==> config.mk <==
export PLATFORM = sky130hd
export DESIGN_NAME = vlc_link_ctrl
export DESIGN_NICKNAME = d
export VERILOG_FILES = /design/src/vlc_pkg.sv /design/src/vlc_link_ctrl.sv
export SDC_FILE = /design/constraint.sdc
export NUM_CORES = 1
export LEC_CHECK = 0
export ABC_AREA = 1
export BUFFER_PORTS_ARGS = -buffer_cell sky130_fd_sc_hd__buf_4
export CORE_MARGIN = 5
export CORE_UTILIZATION = 44
export CTS_CLUSTER_DIAMETER = 200
export DETAILED_ROUTE_END_ITERATION = 6
export PLACE_DENSITY = 0.76
export SETUP_SLACK_MARGIN = 0.5
export SLEW_MARGIN = 30
export SYNTH_ARGS = -nofsm -noshare
export SYNTH_HDL_FRONTEND = slang
export SYNTH_SLANG_ARGS = --single-unit
==> constraint.sdc <==
create_clock -name clk -period 1.4 [get_ports clk]
set_input_delay 0.35 -clock clk [delete_from_list [all_inputs] [get_ports clk]]
set_output_delay 0.35 -clock clk [all_outputs]
set_load 0.05 [all_outputs]
==> src/vlc_pkg.sv <==
// Package for the link control register slice.
// Assumes an AXI4-Lite master with 32-bit data on the register side.
package vlc_pkg;
  localparam int ADDR_W = 4;
  // Register byte offsets.
  localparam logic [3:0] OFS_CTRL1 = 4'h0;
  localparam logic [3:0] OFS_CTRL2 = 4'h4;
  localparam logic [3:0] OFS_SVEC  = 4'h8;
  // Control one field positions.
  localparam int C1_IGN  = 7;
  localparam int C1_TBS  = 6;
  localparam int C1_RHI  = 5;
  localparam int C1_RLO  = 4;
  localparam int C1_IRQ  = 1;
  localparam int C1_WCS  = 0;
  // Control two field positions.
  localparam int C2_ALB  = 7;
  localparam int C2_DLB  = 6;
  localparam int C2_FAST = 5;
  // Reset values.
  localparam logic [7:0] CTRL1_RST = 8'h00;
  localparam logic [7:0] CTRL2_RST = 8'hC0;
  localparam logic [7:0] SV_RESET  = 8'h00;
  // State vector codes.
  localparam logic [7:0] SV_IGN_OK = 8'h20;
  localparam logic [7:0] SV_BREAK  = 8'h1C;
  // Timebase rates in Hz and divider constants.
  localparam int TB_BIN_HZ = 1048576;
  localparam int TB_INT_HZ = 1000000;
  localparam logic [3:0] DIV_ONE  = 4'h1;
  localparam logic [2:0] CNT_ZERO = 3'h0;
  // Bus answers.
  localparam logic [1:0] RESP_OK  = 2'h0;
  localparam logic [1:0] RESP_ERR = 2'h2;
  // Passive level of the link transmit line.
  localparam logic TX_PASSIVE = 1'b0;
endpackage

==> src/vlc_link_ctrl.sv <==
// Control registers, loopback, timebase and gating of a VPW link.
// Assumes framing logic on clk supplies symbol events, and an
// AXI4-Lite master reaches the registers; bus_rx is an async pin.
//
// Behaviour
// Ignore flag disables receiver until SOF/BREAK.
// After ignore clears, interrupts and status resume.
// While ignoring, mask all but code 20h.
// Setting ignore mid-frame discards the rest.
// Timebase select picks 1.048576 or 1 MHz.
// Rate code divides crystal by 1/2/4/8.
// Rate field writable once after reset.
// Interrupt enable gates requests until sources cleared.
// Reset clears status; wait exit keeps it.
// Clearing interrupt enable may drop pending.
// Wait clock bit stops clocks in wait.
// Software sets transceiver loopback before analog loopback.
// Analog loopback resets protocol machine, bus undriven.
// After analog loopback, EOF before rx, IFS tx.
// Digital loopback returns transmit to receive input.
// Digital loopback suppresses bus edge wakeup.
// After digital loopback, idle EOF/IFS before use.
// Software never toggles digital loopback mid-transmit.
// Software sets receive polarity before digital loopback.
// Fast bit: receive only 41.6k, else 10.4k.
// BREAK clears fast bit, loads status 1Ch.
// Without fast bit, 4X frames are noise.
// Plain control bits read back as written.
// Control two resets with both loopbacks set.
`timescale 1ns/1ps
module vlc_link_ctrl
  import vlc_pkg::*;
(
  input  wire logic              clk,
  input  wire logic              rst,
  input  wire logic [ADDR_W-1:0] s_axi_awaddr,
  input  wire logic              s_axi_awvalid,
  output logic                   s_axi_awready,
  input  wire logic [31:0]       s_axi_wdata,
  input  wire logic [3:0]        s_axi_wstrb,
  input  wire logic              s_axi_wvalid,
  output logic                   s_axi_wready,
  output logic [1:0]             s_axi_bresp,
  output logic                   s_axi_bvalid,
  input  wire logic              s_axi_bready,
  input  wire logic [ADDR_W-1:0] s_axi_araddr,
  input  wire logic              s_axi_arvalid,
  output logic                   s_axi_arready,
  output logic [31:0]            s_axi_rdata,
  output logic [1:0]             s_axi_rresp,
  output logic                   s_axi_rvalid,
  input  wire logic              s_axi_rready,
  input  wire logic              sof_seen,
  input  wire logic              break_seen,
  input  wire logic              eof_idle,
  input  wire logic              ifs_idle,
  input  wire logic              rx_busy,
  input  wire logic              fast_frame,
  input  wire logic              sv_load,
  input  wire logic [7:0]        sv_code,
  input  wire logic              tx_data_in,
  input  wire logic              bus_rx,
  input  wire logic              cpu_wait,
  output logic                   irq,
  output logic                   wakeup_irq,
  output logic                   rx_enable,
  output logic                   tx_enable,
  output logic                   link_tick,
  output logic                   clk_run,
  output logic                   timebase_binary,
  output logic                   fast_mode,
  output logic                   noise_frame,
  output logic                   sm_reset,
  output logic                   msg_discard,
  output logic                   rx_data,
  output logic                   bus_tx,
  output logic                   bus_tx_oe
);

  initial begin
    if (ADDR_W < 4) begin
      $error("ADDR_W too small for the register map.");
    end
  end

  // Register state.
  logic [7:0] ctrl1;
  logic [7:0] ctrl2;
  logic [7:0] sv;
  logic       rate_locked;
  logic       alb_q;
  logic       rx_ok;
  logic       tx_ok;
  logic [2:0] div_cnt;

  // Bus state.
  logic              aw_held;
  logic              w_held;
  logic [ADDR_W-1:0] aw_addr;
  logic [7:0]        w_byte;
  logic              w_lane0;

  // Pin synchroniser.
  logic rx_meta;
  logic rx_sync;
  logic rx_prev;

  // Field aliases.
  wire ign    = ctrl1[C1_IGN];
  wire irq_en = ctrl1[C1_IRQ];
  wire wcs    = ctrl1[C1_WCS];
  wire alb    = ctrl2[C2_ALB];
  wire dlb    = ctrl2[C2_DLB];
  wire fast   = ctrl2[C2_FAST];
  wire [1:0] rate = {ctrl1[C1_RHI], ctrl1[C1_RLO]};

  // Write channel decode.
  wire aw_now  = s_axi_awvalid & s_axi_awready;
  wire w_now   = s_axi_wvalid & s_axi_wready;
  wire aw_have = aw_held | aw_now;
  wire w_have  = w_held | w_now;
  wire wr_go   = aw_have & w_have & ~s_axi_bvalid;
  wire [ADDR_W-1:0] wr_addr = aw_held ? aw_addr
                                      : s_axi_awaddr;
  wire [7:0] wr_byte = w_held ? w_byte : s_axi_wdata[7:0];
  wire       wr_lane = w_held ? w_lane0 : s_axi_wstrb[0];
  wire wr_c1 = wr_go & wr_lane & (wr_addr == OFS_CTRL1);
  wire wr_c2 = wr_go & wr_lane & (wr_addr == OFS_CTRL2);
  wire wr_map = (wr_addr == OFS_CTRL1)
              | (wr_addr == OFS_CTRL2)
              | (wr_addr == OFS_SVEC);

  // Read channel decode.
  wire rd_go  = s_axi_arvalid & s_axi_arready;
  wire rd_sv  = rd_go & (s_axi_araddr == OFS_SVEC);
  wire rd_map = (s_axi_araddr == OFS_CTRL1)
              | (s_axi_araddr == OFS_CTRL2)
              | (s_axi_araddr == OFS_SVEC);
  wire [7:0] rd_byte =
    (s_axi_araddr == OFS_CTRL1) ? ctrl1 :
    (s_axi_araddr == OFS_CTRL2) ? ctrl2 :
    (s_axi_araddr == OFS_SVEC)  ? sv    : 8'h00;

  // Software sets of self-clearing bits win over hardware clears.
  wire ign_wr_set  = wr_c1 & wr_byte[C1_IGN];
  wire fast_wr_set = wr_c2 & wr_byte[C2_FAST];
  wire en_drop     = wr_c1 & irq_en & ~wr_byte[C1_IRQ];

  // Next control one.
  wire [7:0] next_ctrl1_raw = wr_c1 ? wr_byte : ctrl1;
  wire       next_ign = ign_wr_set
                      | (next_ctrl1_raw[C1_IGN]
                         & ~(sof_seen | break_seen));
  wire [1:0] next_rate = (wr_c1 & ~rate_locked)
                       ? {wr_byte[C1_RHI], wr_byte[C1_RLO]}
                       : rate;
  wire [7:0] next_ctrl1 = {next_ign,
                           next_ctrl1_raw[C1_TBS],
                           next_rate,
                           next_ctrl1_raw[3:0]};

  // Next control two.
  wire [7:0] next_ctrl2_raw = wr_c2 ? wr_byte : ctrl2;
  wire next_fast = fast_wr_set
                 | (next_ctrl2_raw[C2_FAST] & ~break_seen);
  wire [7:0] next_ctrl2 = {next_ctrl2_raw[7:6],
                           next_fast,
                           next_ctrl2_raw[4:0]};

  // State vector update.
  wire sv_pass   = ~ign | (sv_code == SV_IGN_OK);
  wire sv_take   = sv_load & sv_pass;
  wire sv_clear  = rd_sv | en_drop | ign_wr_set;
  wire [7:0] next_sv =
    break_seen ? SV_BREAK :
    sv_take    ? sv_code  :
    (sv_clear | (ign & (sv != SV_IGN_OK))) ? SV_RESET : sv;

  // Loopback release and idle qualification.
  wire lb_any   = alb | dlb;
  wire lb_drop  = (ctrl2[C2_ALB] & ~next_ctrl2[C2_ALB])
                | (ctrl2[C2_DLB] & ~next_ctrl2[C2_DLB]);
  wire next_rx_ok = lb_drop ? 1'b0
                  : (rx_ok | eof_idle);
  wire next_tx_ok = lb_drop ? 1'b0
                  : (tx_ok | (ifs_idle & rx_ok));

  // Timebase divider.
  wire [2:0] div_max = 3'((DIV_ONE << rate) - DIV_ONE);
  wire       run_now = ~(cpu_wait & wcs);
  wire       div_end = (div_cnt >= div_max);
  wire [2:0] next_div = (div_end | ~run_now) ? CNT_ZERO
                                             : div_cnt + 3'h1;

  // Interrupt request.
  wire irq_src = (sv != SV_RESET)
               & (~ign | (sv == SV_IGN_OK));
  wire next_irq = irq_en & ~cpu_wait & irq_src;

  // Bus interface registers.
  always_ff @(posedge clk) begin
    if (rst) begin
      aw_held <= 1'b0;
      w_held  <= 1'b0;
      aw_addr <= '0;
      w_byte  <= 8'h00;
      w_lane0 <= 1'b0;
    end else begin
      aw_held <= aw_have & ~wr_go;
      w_held  <= w_have & ~wr_go;
      if (aw_now) begin
        aw_addr <= s_axi_awaddr;
      end
      if (w_now) begin
        w_byte  <= s_axi_wdata[7:0];
        w_lane0 <= s_axi_wstrb[0];
      end
    end
  end

  always_ff @(posedge clk) begin
    if (rst) begin
      s_axi_awready <= 1'b1;
      s_axi_wready  <= 1'b1;
      s_axi_bvalid  <= 1'b0;
      s_axi_bresp   <= RESP_OK;
    end else begin
      s_axi_awready <= ~aw_have | wr_go;
      s_axi_wready  <= ~w_have | wr_go;
      if (wr_go) begin
        s_axi_bvalid  <= 1'b1;
        s_axi_bresp   <= wr_map ? RESP_OK : RESP_ERR;
        s_axi_awready <= 1'b0;
        s_axi_wready  <= 1'b0;
      end else if (s_axi_bvalid & s_axi_bready) begin
        s_axi_bvalid  <= 1'b0;
        s_axi_awready <= 1'b1;
        s_axi_wready  <= 1'b1;
      end
    end
  end

  always_ff @(posedge clk) begin
    if (rst) begin
      s_axi_arready <= 1'b1;
      s_axi_rvalid  <= 1'b0;
      s_axi_rdata   <= '0;
      s_axi_rresp   <= RESP_OK;
    end else if (rd_go) begin
      s_axi_arready <= 1'b0;
      s_axi_rvalid  <= 1'b1;
      s_axi_rdata   <= {24'h000000, rd_byte};
      s_axi_rresp   <= rd_map ? RESP_OK : RESP_ERR;
    end else if (s_axi_rvalid & s_axi_rready) begin
      s_axi_arready <= 1'b1;
      s_axi_rvalid  <= 1'b0;
    end
  end

  // Control and status registers.
  always_ff @(posedge clk) begin
    if (rst) begin
      ctrl1       <= CTRL1_RST;
      ctrl2       <= CTRL2_RST;
      sv          <= SV_RESET;
      rate_locked <= 1'b0;
      alb_q       <= 1'b1;
      rx_ok       <= 1'b0;
      tx_ok       <= 1'b0;
    end else begin
      ctrl1       <= next_ctrl1;
      ctrl2       <= next_ctrl2;
      sv          <= next_sv;
      rate_locked <= rate_locked | wr_c1;
      alb_q       <= alb;
      rx_ok       <= next_rx_ok;
      tx_ok       <= next_tx_ok;
    end
  end

  // Pin synchroniser; the second and third stages feed logic.
  always_ff @(posedge clk) begin
    if (rst) begin
      rx_meta <= 1'b0;
      rx_sync <= 1'b0;
      rx_prev <= 1'b0;
    end else begin
      rx_meta <= bus_rx;
      rx_sync <= rx_meta;
      rx_prev <= rx_sync;
    end
  end

  // Outputs toward the protocol machine and the pin.
  always_ff @(posedge clk) begin
    if (rst) begin
      irq             <= 1'b0;
      wakeup_irq      <= 1'b0;
      rx_enable       <= 1'b0;
      tx_enable       <= 1'b0;
      link_tick       <= 1'b0;
      clk_run         <= 1'b1;
      timebase_binary <= 1'b0;
      fast_mode       <= 1'b0;
      noise_frame     <= 1'b0;
      sm_reset        <= 1'b0;
      msg_discard     <= 1'b0;
      rx_data         <= TX_PASSIVE;
      bus_tx          <= TX_PASSIVE;
      bus_tx_oe       <= 1'b0;
      div_cnt         <= CNT_ZERO;
    end else begin
      irq             <= next_irq;
      wakeup_irq      <= ~dlb & (rx_sync ^ rx_prev);
      rx_enable       <= ~ign & rx_ok & ~lb_any;
      tx_enable       <= tx_ok & ~lb_any & ~fast;
      div_cnt         <= next_div;
      link_tick       <= div_end & run_now;
      clk_run         <= run_now;
      timebase_binary <= ctrl1[C1_TBS];
      fast_mode       <= fast;
      noise_frame     <= fast_frame & ~fast;
      sm_reset        <= alb & ~alb_q;
      msg_discard     <= ign_wr_set & rx_busy;
      rx_data         <= dlb ? tx_data_in : rx_sync;
      bus_tx          <= lb_any ? TX_PASSIVE : tx_data_in;
      bus_tx_oe       <= ~lb_any & tx_ok;
    end
  end
endmodule

=== Word level (Yosys, flattened, before mapping) ===
Index checks and enable logic that the tools add are counted.
Widths: inputs -> output; s select.

* Add/sub/neg operators: 2
* $lt $le $gt $ge: 1
* Eq/ne operators: 7
* Shift operators: 1
* Mux-type cells: 24
* Bitwise gates (word level): 78
* Reduce and logical (&&, ||, !) cells: 11

{| class="wikitable"
|+ Operators by type and width
! cell !! number
|-
| $mux 8 || 8
|-
| $and 1x1->1 || 38
|-
| $or 1x1->1 || 22
|-
| $not 1->1 || 17
|-
| $eq 8x6->1 const B || 2
|-
| $mux 1 || 12
|-
| $eq 4x3->1 const B || 2
|-
| $eq 4x4->1 const B || 2
|-
| $logic_not 4->1 || 2
|-
| $ne 8x6->1 const B || 1
|-
| $reduce_bool 8->1 || 1
|-
| $reduce_or 2->1 || 4
|-
| $reduce_bool 2->1 || 3
|-
| $mux 5 || 1
|-
| $mux 2 || 2
|-
| $mux 4 || 1
|-
| $add 3x1->3 const B || 1
|-
| $ge 3x3->1 || 1
|-
| $reduce_bool 3->1 || 1
|-
| $shl 1x2->3 const A || 1
|-
| $sub 3x1->3 const B || 1
|-
| $xor 1x1->1 || 1
|}

* Register bits: 80
* Bits of input ports: 69
* Word-level logic and storage cells: 166

=== Depth between registers and ports, before layout ===
Gate-level depths: netlist (run 1).

* Depth in word-level cells: 14
* Mapped depth: 12
* Depth with buffers taken out: 12

=== Worst setup path after synthesis (run 1) ===
Ideal clock, no wire load.

* Kind: register -> register
* From: register s_axi_awready
* To: register ctrl2[5]
* Setup time: 128 ps
* Data arrival time: 1737 ps
* Required time: 1272 ps
* Slack: -465 ps
* Stages on the path, launching flop included: 9
* Cell sequence: dfxtp_1 nand2_1 nand2_1 nand3_4 nor2_8 nand2_4 buf_6 a31oi_1 nor2_1

* Word-level cells in the longest chain between the ends: 9

{| class="wikitable"
|+ Ends and longest elaborated chain
! what !! line !! source
|-
| start: declaration || vlc_link_ctrl.sv:38 || <nowiki>output logic s_axi_awready,</nowiki>
|-
| start signal: assignment || vlc_link_ctrl.sv:228 || <nowiki>s_axi_awready <= ~aw_have | wr_go;</nowiki>
|-
| $and 1x1->1 * || vlc_link_ctrl.sv:118 || <nowiki>wire aw_now = s_axi_awvalid & s_axi_awready;</nowiki>
|-
| $or 1x1->1 * || vlc_link_ctrl.sv:120 || <nowiki>wire aw_have = aw_held | aw_now;</nowiki>
|-
| $and 1x1->1 * (2 in a row) || vlc_link_ctrl.sv:122 || <nowiki>wire wr_go = aw_have & w_have & ~s_axi_bvalid;</nowiki>
|-
| $and 1x1->1 * (2 in a row) || vlc_link_ctrl.sv:128 || <nowiki>wire wr_c2 = wr_go & wr_lane & (wr_addr == OFS_CTRL2);</nowiki>
|-
| $mux 8 || vlc_link_ctrl.sv:163 || <nowiki>wire [7:0] next_ctrl2_raw = wr_c2 ? wr_byte : ctrl2;</nowiki>
|-
| $and 1x1->1 || vlc_link_ctrl.sv:165 || <nowiki>| (next_ctrl2_raw[C2_FAST] & ~break_seen);</nowiki>
|-
| $or 1x1->1 * || vlc_link_ctrl.sv:165 ||
|-
| end signal: assignment || vlc_link_ctrl.sv:272 || <nowiki>ctrl2 <= next_ctrl2;</nowiki>
|-
| end: declaration || vlc_link_ctrl.sv:88 || <nowiki>logic [7:0] ctrl2;</nowiki>
|}

Every way passes the cells marked *; elsewhere a longest branch is shown, timed or not.
A chain may end at the register's enable or synchronous reset.

=== Worst setup path in the final report (run 1) ===
* From: register aw_held
* To: register ctrl2[5]

* Word-level cells in the longest chain between the ends: 8

{| class="wikitable"
|+ Ends and longest elaborated chain
! what !! line !! source
|-
| start: declaration || vlc_link_ctrl.sv:97 || <nowiki>logic aw_held;</nowiki>
|-
| start signal: assignment || vlc_link_ctrl.sv:209 || <nowiki>aw_held <= aw_have & ~wr_go;</nowiki>
|-
| $or 1x1->1 || vlc_link_ctrl.sv:120 ||
|-
| $and 1x1->1 (2 in a row) || vlc_link_ctrl.sv:122 ||
|-
| $and 1x1->1 || vlc_link_ctrl.sv:128 ||
|-
| $and 1x1->1 * || vlc_link_ctrl.sv:128 ||
|-
| $mux 8 || vlc_link_ctrl.sv:163 ||
|-
| $and 1x1->1 || vlc_link_ctrl.sv:165 ||
|-
| $or 1x1->1 * || vlc_link_ctrl.sv:165 ||
|}

Marked as above.

==> results of run 1 <==
## final timing paths
path,slack (ns),depth (start not counted),to
worst max-delay path,-0.08,9,ctrl2[5]
worst min-delay path,0.19,3,rx_meta
worst max register to register,-0.08,9,ctrl2[5]
worst min register to register,0.39,1,sm_reset
## power by group
| part | leakage, nW | switching, W | internal [W] |
|---|---|---|---|
| Combinational | 1.53 | 0.000814 | 0.000510 |
| Sequential | 0.652 | 0.0000952 | 0.00234 |
| Clock | 0.0820 | 0.000844 | 0.000637 |
| Total | 2.26 | 0.00175 | 0.00349 |
## tightest hold or removal path: cells and delay by family
kind          cells  cell delay (ns)
buf+inv           2             0.10
simple gates      1             0.06
## flip-flops by register name, summed over array words and instances (netlist names), 3 cells and up
name	cells
w_byte	8
ctrl2	8
ctrl1	8
div_cnt	3
aw_addr	4
s_axi_rdata	8
sv	8
## cells by family (layout without fill, tap and decap cells)
family / Yosys count / count (layout) / share of synthesized area
buffers and inverters: 102 / 198 / 0.144
adders and majority gates: 4 / 4 / 0.0148
AOI/OAI and AO/OA: 112 / 112 / 0.177
other: 1 / 26 / 0.00111
DFF: 78 / 78 / 0.461
xor gates and xnor gates: 2 / 2 / 0.00517
and+or+nand+nor: 151 / 152 / 0.197
## stage by stage
step	instances	hold slack, ns	worst slack (ns)	cell area [um2]	util
CTS	663	0.188	-0.0481	4870	0.641
finish	674	0.188	-0.0774	5260	0.691
global placement	635	0.372	-0.172	4220	0.554
global route	674	0.186	-0.164	5260	0.691
floorplan	475	0.369	0.0145	3650	-
detailed placement	635	0.382	-0.217	4220	0.554
## per-layer routing
metal  global-route usage  vias up  share of wire
met5                    0        -              0
met4               0.0564        0          0.028
met3               0.0700       30          0.074
met2                0.314      137           0.53
met1                0.190     1556           0.37
li1                     -     1651              -
## synthesized netlist by cell type
library cell	number	area, um2
clkinv_1	1	3.75
nor2_8	1	20.0
a31oi_1	2	12.5
nand4_2	1	12.5
o22ai_1	1	6.26
o21ai_0	44	220
nand3_4	1	17.5
dfxtp_1	78	1560
o31ai_1	1	7.51
clkbuf_1	10	37.5
nand4_1	10	62.6
a211oi_1	5	37.5
xnor2_1	2	17.5
a21oi_1	50	250
nand2_1	65	244
buf_6	1	11.3
nor3_1	4	20.0
o211ai_1	4	30.0
nand2_2	1	6.26
nand2_4	2	22.5
nor3b_1	1	7.51
inv_2	4	15.0
a21oi_4	1	16.3
inv_1	60	225
ha_1	4	50.1
conb_1	1	3.75
nand3_1	10	50.1
nor2_1	55	206
o21ai_1	4	20.0
buf_4	26	195
## layout make-up
type,count,area share
repair buffers,117,0.231
flip-flops and latches,78,0.309
multi-input cells,296,0.348
inverters,65,0.0559
well taps,102,0.0243
clock buffers,10,0.0243
clock inverters,6,0.00738
## timing repair
item / CTS / global route
pin swaps: 13 / 38
gates resized for setup: 112 / 92
setup buffers: 10 / 10
gates cloned: 2 / 1
setup endpoints to repair: 81 / 91
hold buffers: 0 / 0
==> impl_metrics.py, run 1 <==
metrics = {
    "floorplanning": {
        "chipHeight_um": 97.8,
        "num_rows": 32,
        "die_area_mm2": 0.00956,
        "io_pins": 124,
        "initial_core_util": 0.446,
        "die_width_um": 97.8,
        "core_mm2": 0.00761,
    },
    "critical_path": {
        "crit_fanout": 7,
        "end_kind": "flip-flop",
        "worstSetupPathType": "flip-flop to flip-flop",
        "slowest_delay_ns": 0.37,
        "r2r-start": "aw_held",
        "critPathArrivalTime_ns": 1.72,
        "crit_slowest_cell": "dfxtp_2",
        "start_kind": "flip-flop",
        "required_ns": 1.65,
        "path_cells": "inv_2 -> buf_6 -> nand2_4 -> nand3_4 -> nor2_8 -> buf_12 -> nand2_8 -> a31oi_1 -> nor2_1",
        "cpLargestDelayFamily": "simple AND/OR/NAND/NOR gates",
        "startpoint": "aw_held",
        "cp_num_buf_inv": 3,
    },
    "sta": {
        "fin_tns_setup_ns": -0.960,
        "fmax_ghz": 0.677,
        "min_period_ns": 1.48,
        "hold_viol": 0,
        "timing.final.crit_share": 1.06,
        "setup_slack_ns": -0.0774,
        "drv_slew": 0,
        "fin_worst_skew_ns": 0.0130,
        "finalSetupViolCount": 27,
        "grt_setup_unrepaired": "true",
    },
    "clocking": {
        "numCtsBuffers": 9,
        "cts-htree-levels": 3,
        "clk_latency_ns": 0.36,
        "cts.sinks": 78,
        "root_buffer": "clkbuf_8",
        "cts_buffer_depth": 2,
        "clk_pin_slew_ns": 0.08,
        "cts_tree": "yes",
    },
    "layout": {
        "layout.nets": 640,
        "n_fill_cell": 558,
        "syn_to_final_growth_pct": 55.0,
        "diodes": 0,
        "multi_input_area_mm2": 0.00183,
        "mostFrequentLayoutCell": "buf_4",
        "final_cell_mix": "70 x buf_4, 49 x inv_1, 47 x nand2_1",
        "regArea_mm2": 0.00163,
        "layout-drive-gt1-share": 0.469,
    },
    "power": {
        "leakagePower_nw": 2.26,
        "power_w": 0.00524,
        "peakVddDrop_mv": 0.904,
        "power_density_mw_per_mm2": 997,
    },
    "grt": {
        "grt_antenna_before_repair": 0,
        "grt_pass1_wl_mm": 13.8,
        "grt_max_degree": 39,
        "gr-total-overflow": 0,
        "grt_pass1_vias": 3126,
        "track_usage": 0.176,
    },
    "logic_synthesis": {
        "ys_seq_area_frac": 0.461,
        "synth.distinct_cells": 30,
        "postSynthAreaPerCell_um2": 7.54,
        "synth_area_mm2": 0.00339,
        "synthCells": 450,
        "synth_warnings": 0,
        "synth-seq-cells": 78,
    },
    "routing": {
        "drtAntennaViolNets": 0,
        "drc": 0,
        "firstDrtPassIters": 5,
        "num_vias": 3374,
        "wl_mm": 9.94,
        "drtIter0Drc": 145,
        "via_per_inst": 5.01,
        "wl_per_cell_um": 14.7,
    },
    "run_status": {
        "violations": "setup timing",
        "status": "complete, but fails checks",
    },
    "worst_hold_path": {
        "hold_path.class": "input port to flip-flop",
        "min-delay-start": "bus_rx",
    },
    "flow_run": {
        "max-cap-violations": 0,
    },
    "placement": {
        "gp_congestion": 0.834,
        "port_buffers": 70,
        "dpl.hpwl_mm": 5.99,
    },
}
No activity file was read; power rests on OpenSTA's default activity.
==> inputs of run 2 (changes only) <==
SETUP_SLACK_MARGIN = 0.05   (was 0.5)
==> run 2 against run 1 <==
Register-to-register slack worse by 0.02 ns. The run still ends with setup timing left. Highest routed layer unchanged. Worst hold slack improved by 0.012 ns. First-iteration DRC count is 7.6% higher. Final area shrank 7.9%. Non-clock buffer count is 1 lower. Sequential share of layout area increased by 1.8 points. Largest cell class unchanged. Clock power rose by 30%. Critical path depth is 1 higher. Critical endpoint is now ctrl1[1]. Largest power group unchanged.
==> impl_metrics.py, run 2 (same netlist as run 1, synthesis figures left out) <==
metrics = {
    "power": {
        "p_int_w": 0.00379,
        "p_switching_w": 0.00173,
        "clkPwrFrac": 0.350,
        "peakVddDrop_mv": 0.564,
        "comb_power_share": 0.214,
        "leakagePower_nw": 2.20,
        "power_density_mw_per_mm2": 1140,
        "swShare": 0.313,
        "sequentialPowerShare": 0.436,
    },
    "layout": {
        "layout.nets": 639,
        "fin_cells": 673,
        "layout-drive-gt1-share": 0.361,
        "stdcell_area_mm2": 0.00484,
        "mostFrequentLayoutCell": "buf_4",
        "diodes": 0,
        "final_cell_mix": "105 x buf_4, 69 x dfxtp_1, 56 x inv_1",
        "syn_to_final_growth_pct": 42.8,
    },
    "placement": {
        "dp_slack_ns": -0.177,
        "port_buffers": 70,
        "dpl.hpwl_mm": 6.22,
        "dpl.cell_count": 647,
        "gp_congestion": 0.820,
        "placed_area_mm2": 0.00422,
    },
    "sta": {
        "timing.final.crit_share": 1.07,
        "finalSetupViolCount": 13,
        "fmax_ghz": 0.666,
        "setup_slack_ns": -0.102,
        "min_period_ns": 1.50,
        "hold_viol": 0,
        "grt_setup_unrepaired": "true",
        "drv_slew": 0,
        "fin_worst_skew_ns": 0.00797,
    },
    "clocking": {
        "clk_pin_slew_ns": 0.08,
        "cts.sinks": 78,
        "cts-htree-levels": 3,
        "clk_latency_ns": 0.36,
        "cts-hold-fix-buffers": 0,
        "cts_buffer_depth": 2,
        "root_buffer": "clkbuf_8",
        "numCtsBuffers": 9,
        "cts_tree": "yes",
    },
    "routing": {
        "wl_mm": 9.33,
        "drtIter0Drc": 156,
        "drc": 0,
        "wl_per_cell_um": 13.9,
        "via_per_inst": 4.95,
        "num_vias": 3334,
        "firstDrtPassIters": 4,
        "drtAntennaViolNets": 0,
    },
    "floorplanning": {
        "die_area_mm2": 0.00956,
        "die_width_um": 97.8,
        "core_mm2": 0.00761,
        "io_pins": 124,
        "initial_core_util": 0.446,
        "chipHeight_um": 97.8,
        "num_rows": 32,
    },
    "critical_path": {
        "worstSetupPathType": "flip-flop to flip-flop",
        "r2r-start": "aw_held",
        "start_kind": "flip-flop",
        "reg2reg_slack_ns": -0.10,
        "critPathArrivalTime_ns": 1.75,
        "reg2regPathDepth": 10,
        "crit_fanout": 4,
        "required_ns": 1.65,
        "timing.rr.end": "ctrl1[1]",
        "end_kind": "flip-flop",
    },
    "grt": {
        "grt_antenna_before_repair": 0,
        "grt_max_degree": 32,
        "grt_pass1_wl_mm": 14.1,
        "gr-total-overflow": 0,
        "track_usage": 0.181,
        "grt_pass1_vias": 3071,
    },
    "flow_run": {
        "max-cap-violations": 0,
    },
    "worst_hold_path": {
        "hold_end": "rx_meta",
        "min-delay-start": "bus_rx",
        "hold_path.class": "input port to flip-flop",
        "holdPathStages": 3,
    },
    "run_status": {
        "violations": "setup timing",
        "status": "complete, but fails checks",
    },
}
## run 2: cell count changes in the layout (fill, tap and decap cells not counted), sizes merged
cell      before  now
bufinv         0    2
inv           63   65
clkbuf        11   10
clkinvlp       2    1
clkinv         6    3
## run 2: how the worst max path moves through the flow
stage          endpoint  depth (start not counted)             from  slack (ns)
3_3_place_gp   ctrl2[4]                         10  s_axi_awaddr[0]       -0.16
6_report       ctrl1[1]                         10          aw_held       -0.10
4_1_cts           sv[7]                         11          aw_held       -0.02
5_1_grt        ctrl1[1]                         10          aw_held       -0.14
2_1_floorplan  ctrl2[5]                          8    s_axi_awready       0.003
3_5_place_dp      rx_ok                         11  s_axi_awaddr[0]       -0.18
## run 2: what timing repair did
action / 4_1_cts / 5_1_grt
pin swaps: 8 / 23
endpoints found under the setup margin: 27 / 33
gates cloned: 1 / 0
gates resized for setup: 35 / 67
buffers inserted: 5 / 4
## run 2: through the flow
step	power, W	hold slack (ns)	setup TNS (ns)	util
5_1_grt	0.00574	0.192	-1.99	0.637
4_1_cts	0.00540	0.189	-0.140	0.604
3_5_place_dp	0.00345	0.384	-3.54	0.555
3_3_place_gp	0.00342	0.380	-3.29	0.555
6_report	0.00552	0.200	-0.667	0.637
2_1_floorplan	0.00315	0.376	0	-
## run 2: layout make-up
| class | count | area [um2] |
|---|---|---|
| Clock buffer | 10 | 138 |
| Clock inverter | 6 | 93.8 |
| Fill cell | 612 | 2760 |
| Inverter | 65 | 264 |
| Multi-Input combinational cell | 296 | 1710 |
| Sequential cell | 78 | 1580 |
| Tap cell | 102 | 128 |
| Timing Repair Buffer | 116 | 930 |
## run 2: worst max-delay path, cell delays in order, from the launching register on
cell     delay, ns
dfxtp_4       0.38
inv_6         0.10
nand2_2       0.07
nand2_2       0.09
inv_1         0.08
nor2_4        0.11
buf_6         0.16
nand2_8       0.08
buf_6         0.14
o21ai_2       0.15
a21oi_2       0.06
## run 2: power by group through the flow
| stage | Clock (W) | Combinational [W] | Sequential, W |
|---|---|---|---|
| floorplan | 0 | 0.000558 | 0.00259 |
| global placement | 0 | 0.000986 | 0.00244 |
| detailed placement | 0 | 0.00100 | 0.00245 |
| CTS | 0.00196 | 0.00105 | 0.00240 |
| global route | 0.00206 | 0.00127 | 0.00242 |
| finish | 0.00193 | 0.00118 | 0.00240 |
## run 2: per-layer routing
layer  vias up  routed length (um)  share of wire  track usage
met4         0                 295          0.032       0.0788
met2       113                4710           0.51        0.299
li1       1645                   -              -            -
met1      1549                3690           0.40        0.222
met3        27                 623          0.067       0.0507
met5         -                   0              0            0
